`config.mk`:
```
export PLATFORM = sky130hd
export DESIGN_NAME = mtio_top
export DESIGN_NICKNAME = d
export VERILOG_FILES = /design/src/hw/mtio_top.v /design/src/hw/mtio_gr_unit.v
export VERILOG_INCLUDE_DIRS = /design/src /design/src/hw
export SDC_FILE = /design/constraint.sdc
export NUM_CORES = 1
export LEC_CHECK = 0
export BUFFER_PORTS_ARGS = -buffer_cell sky130_fd_sc_hd__buf_2
export CAP_MARGIN = 0
export CORE_AREA = 2 2 118 120
export CTS_CLUSTER_SIZE = 12
export DETAILED_ROUTE_END_ITERATION = 6
export DIE_AREA = 0 0 120 122
export PLACE_DENSITY = 0.93
export SETUP_SLACK_MARGIN = 0.2
export SYNTH_ARGS = -nofsm -noshare
export SYNTH_HDL_FRONTEND = slang
export SYNTH_SLANG_ARGS = --single-unit
```
`constraint.sdc`:
```
create_clock -name clk -period 5.85 [get_ports clk]
set_clock_uncertainty 0.1 [all_clocks]
set_input_delay 1.4625 -clock clk [delete_from_list [all_inputs] [get_ports clk]]
set_output_delay 1.4625 -clock clk [all_outputs]
set_load 0.005 [all_outputs]
```
`src/hw/mtio_regs.vh`:
```
`ifndef MTIO_REGS_VH
`define MTIO_REGS_VH

// ==========================================================================
// Register byte offsets.
`define MTIO_OFS_CTRL_CH1 8'h00
`define MTIO_OFS_CTRL_CH2 8'h04
`define MTIO_OFS_STATUS 8'h08
`define MTIO_OFS_GR_CH1_FIRST 8'h10
`define MTIO_OFS_GR_CH1_SECOND 8'h14
`define MTIO_OFS_GR_CH2_FIRST 8'h18
`define MTIO_OFS_GR_CH2_SECOND 8'h1C

// ==========================================================================
// Field positions inside a control register.
`define MTIO_FIRST_FIELD_LSB 0
`define MTIO_SECOND_FIELD_LSB 4
`define MTIO_FIELD_W 4
`define MTIO_FLD_CAPTURE 3
`define MTIO_FLD_INIT_LEVEL 2
`define MTIO_FLD_SRC_CH0 2

// Status layout: capture flags low, compare-match flags high.
`define MTIO_STAT_CAP_LSB 0
`define MTIO_STAT_MATCH_LSB 4

// ==========================================================================
// Reset values and widths.
`define MTIO_CTRL_RESET 8'h00
`define MTIO_GR_RESET 16'h0000
`define MTIO_STAT_RESET 8'h00
`define MTIO_GR_W 16
`define MTIO_UNITS 4

// Capture edge select in field bits 1..0.
`define MTIO_EDGE_RISE 2'b00
`define MTIO_EDGE_FALL 2'b01

`endif

```
`src/hw/mtio_top.v`:
```
// Local design decisions: register access over AHB-Lite and the register offsets.
`timescale 1ns/1ps
`include "mtio_regs.vh"

// Function
// - Field bits 7..4 set the second register, bits 3..0 the first.
// - Top bit 0 is compare, 0x00 is pin off, bit 2 the start level.
// - Codes 0001 and 0101 drive the pin low on each compare match.
// - Codes 0010 and 0110 drive the pin high on each compare match.
// - Codes 0011 and 0111 toggle the pin on each compare match.
// - Code 1000 captures the counter on a rising pin edge.
// - Code 1001 captures the counter on a falling pin edge.
// - Codes 1010 and 1011 capture the counter on both pin edges.
// - Ch1 second field 11xx captures on the ch0 third register event.
// - Ch1 first field 11xx captures on the ch0 first register event.
// - Ch2 codes 1100, 1101 and 1110 act as 1000, 1001 and 1010.
module mtio_top
(
  // Clock and reset
  input wire clk,
  input wire rst,
  // AHB-Lite slave
  input wire hsel,
  input wire [7:0] haddr,
  input wire [1:0] htrans,
  input wire hwrite,
  input wire [2:0] hsize,
  input wire [31:0] hwdata,
  input wire hready,
  output reg [31:0] hrdata,
  output reg hreadyout,
  output reg hresp,
  // Timer counters and channel 0 events
  input wire [15:0] cnt_ch1,
  input wire [15:0] cnt_ch2,
  input wire ch0_first_event,
  input wire ch0_third_event,
  // Pins: ch1 first, ch1 second, ch2 first, ch2 second
  input wire ch1_pin_first_sense,
  output wire ch1_pin_first_drive,
  output wire ch1_pin_first_oe,
  input wire ch1_pin_second_sense,
  output wire ch1_pin_second_drive,
  output wire ch1_pin_second_oe,
  input wire ch2_pin_first_sense,
  output wire ch2_pin_first_drive,
  output wire ch2_pin_first_oe,
  input wire ch2_pin_second_sense,
  output wire ch2_pin_second_drive,
  output wire ch2_pin_second_oe
);

  reg [7:0] io_control_ch1_q;
  reg [7:0] io_control_ch2_q;
  reg [7:0] status_q;
  reg [7:0] status_d;
  reg wr_pend_q;
  reg [7:0] addr_q;
  reg [31:0] rd_d;
  reg rd_stall_q;
  wire addr_phase;
  wire rd_req;
  wire rd_hazard;
  wire [7:0] rd_sel;
  wire [3:0] pin_in_w;
  wire [3:0] pin_out_w;
  wire [3:0] pin_oe_w;
  wire [3:0] cap_w;
  wire [3:0] match_w;
  wire [63:0] gr_w;
  wire [3:0] gr_wr_w;

  // ========================================================================
  // AHB-Lite address phase and register writes.
  assign addr_phase = hsel & htrans[1] & hready;
  assign rd_req = addr_phase & ~hwrite;
  // A read right behind a write would fetch the value from before that
  // write lands, so it costs one wait state and reads again afterwards.
  assign rd_hazard = rd_req & wr_pend_q;
  assign rd_sel = rd_stall_q ? addr_q : haddr;

  always @(posedge clk)
  begin
    if (rst)
    begin
      wr_pend_q <= 1'b0;
      rd_stall_q <= 1'b0;
      addr_q <= 8'h00;
      hrdata <= 32'h0000_0000;
      hreadyout <= 1'b1;
      hresp <= 1'b0;
    end
    else
    begin
      // Reads are normally prepared during the address phase.
      wr_pend_q <= addr_phase & hwrite;
      rd_stall_q <= rd_hazard;
      if (addr_phase)
        addr_q <= haddr;
      if ((rd_req && !rd_hazard) || rd_stall_q)
        hrdata <= rd_d;
      hreadyout <= ~rd_hazard;
      hresp <= 1'b0;
    end
  end

  always @(posedge clk)
  begin
    if (rst)
    begin
      io_control_ch1_q <= `MTIO_CTRL_RESET;
      io_control_ch2_q <= `MTIO_CTRL_RESET;
    end
    else if (wr_pend_q)
    begin
      if (addr_q == `MTIO_OFS_CTRL_CH1)
        io_control_ch1_q <= hwdata[7:0];
      if (addr_q == `MTIO_OFS_CTRL_CH2)
        io_control_ch2_q <= hwdata[7:0];
    end
  end

  // ========================================================================
  // Sticky event flags, write one to clear; a new event beats the clear.
  always @*
  begin
    status_d = status_q;
    if (wr_pend_q && addr_q == `MTIO_OFS_STATUS)
      status_d = status_q & ~hwdata[7:0];
    status_d = status_d | {match_w, cap_w};
  end

  always @(posedge clk)
  begin
    if (rst)
      status_q <= `MTIO_STAT_RESET;
    else
      status_q <= status_d;
  end

  // ========================================================================
  // Read multiplexer.
  always @*
  begin
    case (rd_sel)
      `MTIO_OFS_CTRL_CH1: rd_d = {24'h00_0000, io_control_ch1_q};
      `MTIO_OFS_CTRL_CH2: rd_d = {24'h00_0000, io_control_ch2_q};
      `MTIO_OFS_STATUS: rd_d = {24'h00_0000, status_q};
      `MTIO_OFS_GR_CH1_FIRST: rd_d = {16'h0000, gr_w[15:0]};
      `MTIO_OFS_GR_CH1_SECOND: rd_d = {16'h0000, gr_w[31:16]};
      `MTIO_OFS_GR_CH2_FIRST: rd_d = {16'h0000, gr_w[47:32]};
      `MTIO_OFS_GR_CH2_SECOND: rd_d = {16'h0000, gr_w[63:48]};
      default: rd_d = 32'h0000_0000;
    endcase
  end

  // ========================================================================
  // Pin bundling.
  assign pin_in_w = {ch2_pin_second_sense, ch2_pin_first_sense,
                     ch1_pin_second_sense, ch1_pin_first_sense};
  assign ch1_pin_first_drive = pin_out_w[0];
  assign ch1_pin_second_drive = pin_out_w[1];
  assign ch2_pin_first_drive = pin_out_w[2];
  assign ch2_pin_second_drive = pin_out_w[3];
  assign ch1_pin_first_oe = pin_oe_w[0];
  assign ch1_pin_second_oe = pin_oe_w[1];
  assign ch2_pin_first_oe = pin_oe_w[2];
  assign ch2_pin_second_oe = pin_oe_w[3];

  assign gr_wr_w[0] = wr_pend_q & (addr_q == `MTIO_OFS_GR_CH1_FIRST);
  assign gr_wr_w[1] = wr_pend_q & (addr_q == `MTIO_OFS_GR_CH1_SECOND);
  assign gr_wr_w[2] = wr_pend_q & (addr_q == `MTIO_OFS_GR_CH2_FIRST);
  assign gr_wr_w[3] = wr_pend_q & (addr_q == `MTIO_OFS_GR_CH2_SECOND);

  // ========================================================================
  // Units: index bit 0 picks first or second register, bit 1 the channel.
  genvar i;
  generate
    for (i = 0; i < `MTIO_UNITS; i = i + 1)
    begin : g_unit
      wire [7:0] ctrl_w;
      wire [3:0] func_w;
      wire [15:0] cnt_w;
      wire ch0_w;
      assign ctrl_w = (i < 2) ? io_control_ch1_q : io_control_ch2_q;
      assign func_w = (i % 2 == 0) ?
        ctrl_w[`MTIO_FIRST_FIELD_LSB +: `MTIO_FIELD_W] :
        ctrl_w[`MTIO_SECOND_FIELD_LSB +: `MTIO_FIELD_W];
      assign cnt_w = (i < 2) ? cnt_ch1 : cnt_ch2;
      assign ch0_w = (i % 2 == 0) ? ch0_first_event : ch0_third_event;
      mtio_gr_unit #(
        .IS_CH1((i < 2) ? 1 : 0)
      ) u_unit (
        .clk(clk),
        .rst(rst),
        .func(func_w),
        .cnt(cnt_w),
        .ch0_evt(ch0_w),
        .wr_en(gr_wr_w[i]),
        .wr_data(hwdata[15:0]),
        .pin_sense(pin_in_w[i]),
        .pin_drive(pin_out_w[i]),
        .pin_oe(pin_oe_w[i]),
        .gr_q(gr_w[16*i +: 16]),
        .cap_evt(cap_w[i]),
        .match_evt(match_w[i])
      );
    end
  endgenerate

endmodule

```
`src/hw/mtio_gr_unit.v`:
```
`timescale 1ns/1ps
`include "mtio_regs.vh"

// One general register with its pin: output compare or input capture.
module mtio_gr_unit #(
  parameter IS_CH1 = 1
)
(
  // Clock and reset
  input wire clk,
  input wire rst,
  // Configuration and counter
  input wire [3:0] func,
  input wire [15:0] cnt,
  input wire ch0_evt,
  // Software write
  input wire wr_en,
  input wire [15:0] wr_data,
  // Pin
  input wire pin_sense,
  output reg pin_drive,
  output reg pin_oe,
  // Results
  output reg [15:0] gr_q,
  output reg cap_evt,
  output reg match_evt
);

  reg pin_prev_q;
  reg match_prev_q;
  reg [3:0] func_prev_q;
  wire is_capture;
  wire rise;
  wire fall;
  wire match_now;
  wire match_edge;
  reg edge_hit;

  assign is_capture = func[`MTIO_FLD_CAPTURE];
  assign rise = pin_sense & ~pin_prev_q;
  assign fall = ~pin_sense & pin_prev_q;
  assign match_now = (cnt == gr_q);
  // A counter resting on the match value must not fire again every clock.
  assign match_edge = match_now & ~match_prev_q;

  // ========================================================================
  // Capture trigger selection.
  always @*
  begin
    if (IS_CH1 != 0 && func[`MTIO_FLD_SRC_CH0])
      edge_hit = ch0_evt;
    else
      case (func[1:0])
        `MTIO_EDGE_RISE: edge_hit = rise;
        `MTIO_EDGE_FALL: edge_hit = fall;
        default: edge_hit = rise | fall;
      endcase
  end

  // ========================================================================
  // Register, pin and event flops.
  always @(posedge clk)
  begin
    if (rst)
    begin
      gr_q <= `MTIO_GR_RESET;
      pin_prev_q <= 1'b0;
      match_prev_q <= 1'b0;
      func_prev_q <= 4'h0;
      pin_drive <= 1'b0;
      pin_oe <= 1'b0;
      cap_evt <= 1'b0;
      match_evt <= 1'b0;
    end
    else
    begin
      pin_prev_q <= pin_sense;
      match_prev_q <= match_now & ~is_capture;
      func_prev_q <= func;
      cap_evt <= is_capture & edge_hit;
      match_evt <= ~is_capture & match_edge;
      // A capture in the same cycle as a software write wins.
      if (is_capture && edge_hit)
        gr_q <= cnt;
      else if (wr_en)
        gr_q <= wr_data;
      pin_oe <= ~is_capture & (func[1:0] != 2'b00);
      if (!is_capture)
      begin
        if (func != func_prev_q)
          pin_drive <= func[`MTIO_FLD_INIT_LEVEL];
        else if (match_edge)
          case (func[1:0])
            2'b01: pin_drive <= 1'b0;
            2'b10: pin_drive <= 1'b1;
            2'b11: pin_drive <= ~pin_drive;
            default: pin_drive <= pin_drive;
          endcase
      end
    end
  end

endmodule

```
==> impl_metrics.csv <==
group,metric,value,unit
run_status,status,"complete, no violations",
yosys,ys.flop_type,"dfxtp_1",
floorplan,dieArea,14600,µm²
worst_setup_path,end_kind,"flop",
min_path,hp-start,"g_unit[2].u_unit.match_prev_q",
floorplan,die_width,120,µm
detailed_routing,wl_met1,8620,µm
cells_and_area,utilization,66.3,%
clock_tree,postCtsSetupBuffers,0,
grt,grt_max_degree,52,
worst_setup_path,crit_path_cell_trace,"buf_2, nor4_1, o2bb2ai_1, and2_0, a22oi_1, a22oi_1",
yosys,synth_top_area_cell,"dfxtp_1",
grt,grt_pass1_vias,6781,
worst_setup_path,r2r_slack,2.56,ns
yosys,synthCells,874,
yosys,synthAdderAreaFrac,3.77,%
pwr,switching_share,23.5,%
yosys,synth_top_family_by_area,"compound AO/OA/AOI/OAI gates",
floorplan,core_region_area,13500,µm²
pwr,p_int,1.70,mW
yosys,async_flop_share,0,%
detailed_routing,drt-pass1-iter-count,6,
detailed_routing,vias,7069,
clock_tree,numCtsBuffers,17,
timing,tns,0,ns
timing,finalCriticalPeriod,3.85,ns
placement,dpl.cell_count,1101,
detailed_routing,drc,0,
timing,slew_headroom,11.7,%
yosys,synth_compound_area_share,17.8,%
yosys,synth.avg_cell_area,9.11,µm²
worst_setup_path,crit_fanout,14,
timing,fmax,260,MHz
yosys,synthMuxAreaShare,10.6,%
grt,grt_overflow,0,
pwr,power,2.23,mW
clock_tree,clk_path_buf_depth,2,
clock_tree,cts_tree,"done",
pwr,net-switching-power,0.523,mW
detailed_routing,routed.top_layer,"met4",
yosys,synth_seq_cells,155,
placement,port_buffers,92,
timing,fin_ws,2.00,ns
placement,gp_congestion,0.911,
cells_and_area,final_nets,1052,
min_path,hold_depth,1,
clock_tree,worstSkewPairLatency,0.42,ns
placement,place_hpwl,14900,µm
detailed_routing,met3_length,1780,µm
detailed_routing,antenna_left,0,
cells_and_area,fill_cells,1034,
detailed_routing,postRouteWirelength,22000,µm
worst_setup_path,arrival,4.09,ns
clock_tree,cts_sinks,155,
worst_setup_path,r2r-end,"hrdata[12]",
floorplan,start_util,59.0,%
grt,grt_pass1_wl,34200,µm
worst_setup_path,r2r-start,"addr_q[7]",
timing,drv_slew,0,
yosys,yosys.area_share.simple,14.4,%
yosys,synth_area_leaders,"dfxtp_1 (39%), mux2i_1 (11%), xnor2_1 (7.0%)",
min_path,min_to,"g_unit[2].u_unit.match_evt",
worst_setup_path,slowest_stage,"and2_0",
pwr,comb_power_share,6.7,%
timing,setup_viol_count_final,0,
placement,post-place-ws,1.77,ns
pwr,leakage,3.29,nW
clock_tree,cts_resized,0,
detailed_routing,wl_met2,10300,µm
detailed_routing,wl_per_cell,19.4,µm
pwr,peakVddDrop,0.000229,V
timing,rsz0062_at_grt,"false",
yosys,seq_area_frac_synth,39.0,%
pwr,powerDensity,249,nW/µm²
clock_tree,cts_max_level,4,
timing,min_period_over_period,65.7,%
clock_tree,clk_pin_slew,0.06,ns
worst_setup_path,critical_path_required,6.09,ns
floorplan,die_h,122,µm
cells_and_area,antennaDiodeCount,0,
grt,grt_use_total,30.0,%
clock_tree,cts_root_buf,"clkbuf_16",
detailed_routing,vias_per_cell,6.26,
worst_setup_path,path_class,"input pin to flop",
worst_setup_path,slowest_delay,0.91,ns
worst_setup_path,crit_top_cell,"a22oi_1",
min_path,min_path_type,"flop to flop",
grt,grt_antenna_before_repair,0,
worst_setup_path,critPathLaunchType,"input pin",
clock_tree,cts_hold_buf,0,
timing,hold_viol,0,
cells_and_area,fin_cells,1130,
cells_and_area,final_layout_size_suffix_gt1_share,15.6,%
yosys,synth_cell_types,55,
job,maxCapViolCount,0,
detailed_routing,drt_iter0_drc,856,
yosys,synth_warnings,0,
cells_and_area,synthToLayoutAreaGrowth,12.5,%
yosys,syn_area,7960,µm²
worst_setup_path,worst-r2r-cell-count,5,
yosys,yosysTopAreaCellShare,39.0,%
pwr,clkPwrFrac,45.3,%
timing,tightest_slew,1.32,ns
yosys,synthXorXnorAreaFrac,8.80,%
pwr,pwr-share-seq,48.0,%
yosys,synth_edf_count,0,
floorplan,pin_count,130,
floorplan,rows,43,
flip-flops by register name, summed over array words and instances (netlist names), 8 cells and up:
register / flops
g_unit.u_unit.gr_q: 64
g_unit.ctrl_w: 16
g_unit.u_unit.func_prev_q: 16
hrdata: 16
addr_q: 8
status_q: 8
cell type report:
type	count	area, µm²	area share, %
clock inverter	7	42.5	0.475
inverter	26	97.6	1.09
sequential	155	3100	34.7
tap	180	225	2.52
multi-input combinational	641	4480	50.0
timing repair buffer	99	513	5.73
clock buffer	22	494	5.52
metal layers:
metal | vias up | global-route usage [%]
met1 | 3319 | 35.9
met5 | - | 0
met3 | 118 | 6.46
li1 | 3236 | -
met4 | 0 | 17.4
met2 | 396 | 49.8
placed cells by master (no fill, tap or decap), types with 4 or more instances in the layout:
master,instances
nor2b_1,11
a21oi_1,51
buf_2,92
nor2_1,85
nand2b_1,4
conb_1,17
a21oi_2,10
nor3b_1,6
inv_1,26
ha_1,24
clkbuf_8,5
a31oi_1,6
nand2_1,51
o21ai_0,40
or3_1,4
a221o_1,5
clkbuf_16,17
a22oi_1,16
nor4_1,10
nand4_1,16
mux2i_1,84
clkinv_2,4
a222oi_1,17
buf_4,7
xnor2_1,64
and3_1,8
o211ai_1,6
a22o_1,7
dfxtp_1,155
nor3_1,12
a211oi_1,33
a221oi_1,6
xor2_1,16
worst max path at each step:
stage / endpoint / slack (ns) / depth (start not counted) / start
2_1_floorplan: hrdata[15] / 2.58 / 7 / haddr[7]
5_1_grt: hrdata[15] / 1.88 / 6 / haddr[7]
6_report: hrdata[12] / 2.00 / 6 / haddr[7]
4_1_cts: hrdata[12] / 2.19 / 6 / haddr[7]
3_5_place_dp: hrdata[11] / 1.77 / 6 / haddr[7]
3_3_place_gp: hrdata[14] / 1.86 / 6 / haddr[7]
power groups by stage:
stage	combinational, mW	clock, mW	sequential [mW]
3_5_place_dp	0.142	0	1.09
2_1_floorplan	0.0860	0	1.09
5_1_grt	0.159	1.06	1.07
6_report	0.148	1.01	1.07
4_1_cts	0.144	1.01	1.07
3_3_place_gp	0.138	0	1.09
cell usage after synthesis, types with 2 or more instances:
master / number
ha_1: 24
a222oi_1: 17
a22o_1: 7
a221oi_1: 6
o21a_1: 2
nand3b_1: 2
or3_1: 4
xor2_1: 16
mux2i_1: 84
nor2_1: 85
nor2_8: 2
and3b_1: 2
xnor2_1: 64
inv_1: 26
nor3b_1: 6
buf_1: 5
o221ai_1: 2
o211ai_1: 6
nor3_4: 2
a31oi_1: 6
and3_1: 8
dfxtp_1: 155
nand2_1: 51
a221o_1: 5
clkbuf_1: 40
nor3_1: 12
a22oi_1: 16
nand4_1: 16
buf_6: 4
or4_1: 3
o21ai_0: 40
nor2b_1: 11
buf_4: 18
a21oi_1: 51
nor4_1: 10
a21oi_2: 10
nand2b_1: 4
a211oi_1: 33
and2_1: 3
cell families (layout without fill, tap and decap cells):
| family | after synthesis | after routing |
|---|---|---|
| AOI/OAI and AO/OA | 208 | 208 |
| xor gates and xnor gates | 80 | 80 |
| adders and majority gates | 24 | 24 |
| buffers and inverters | 94 | 154 |
| DFF | 155 | 155 |
| muxes | 84 | 84 |
| other | 1 | 17 |
| and+or+nand+nor | 228 | 228 |
metrics by stage:
| stage | hold WS (ns) | area (µm²) |
|---|---|---|
| after floorplan | 0.293 | 8020 |
| after global placement | 0.305 | 8420 |
| after detailed placement | 0.307 | 8420 |
| after CTS | 0.323 | 8950 |
| after global routing | 0.333 | 8950 |
| final | 0.328 | 8950 |
critical path: cells and delay by family:
kind / cells / cell delay [ns]
and+or+nand+nor: 2 / 1.53
AOI/OAI and AO/OA: 3 / 0.99
buffers and inverters: 1 / 0.10
(Power assumes the default switching activity.)
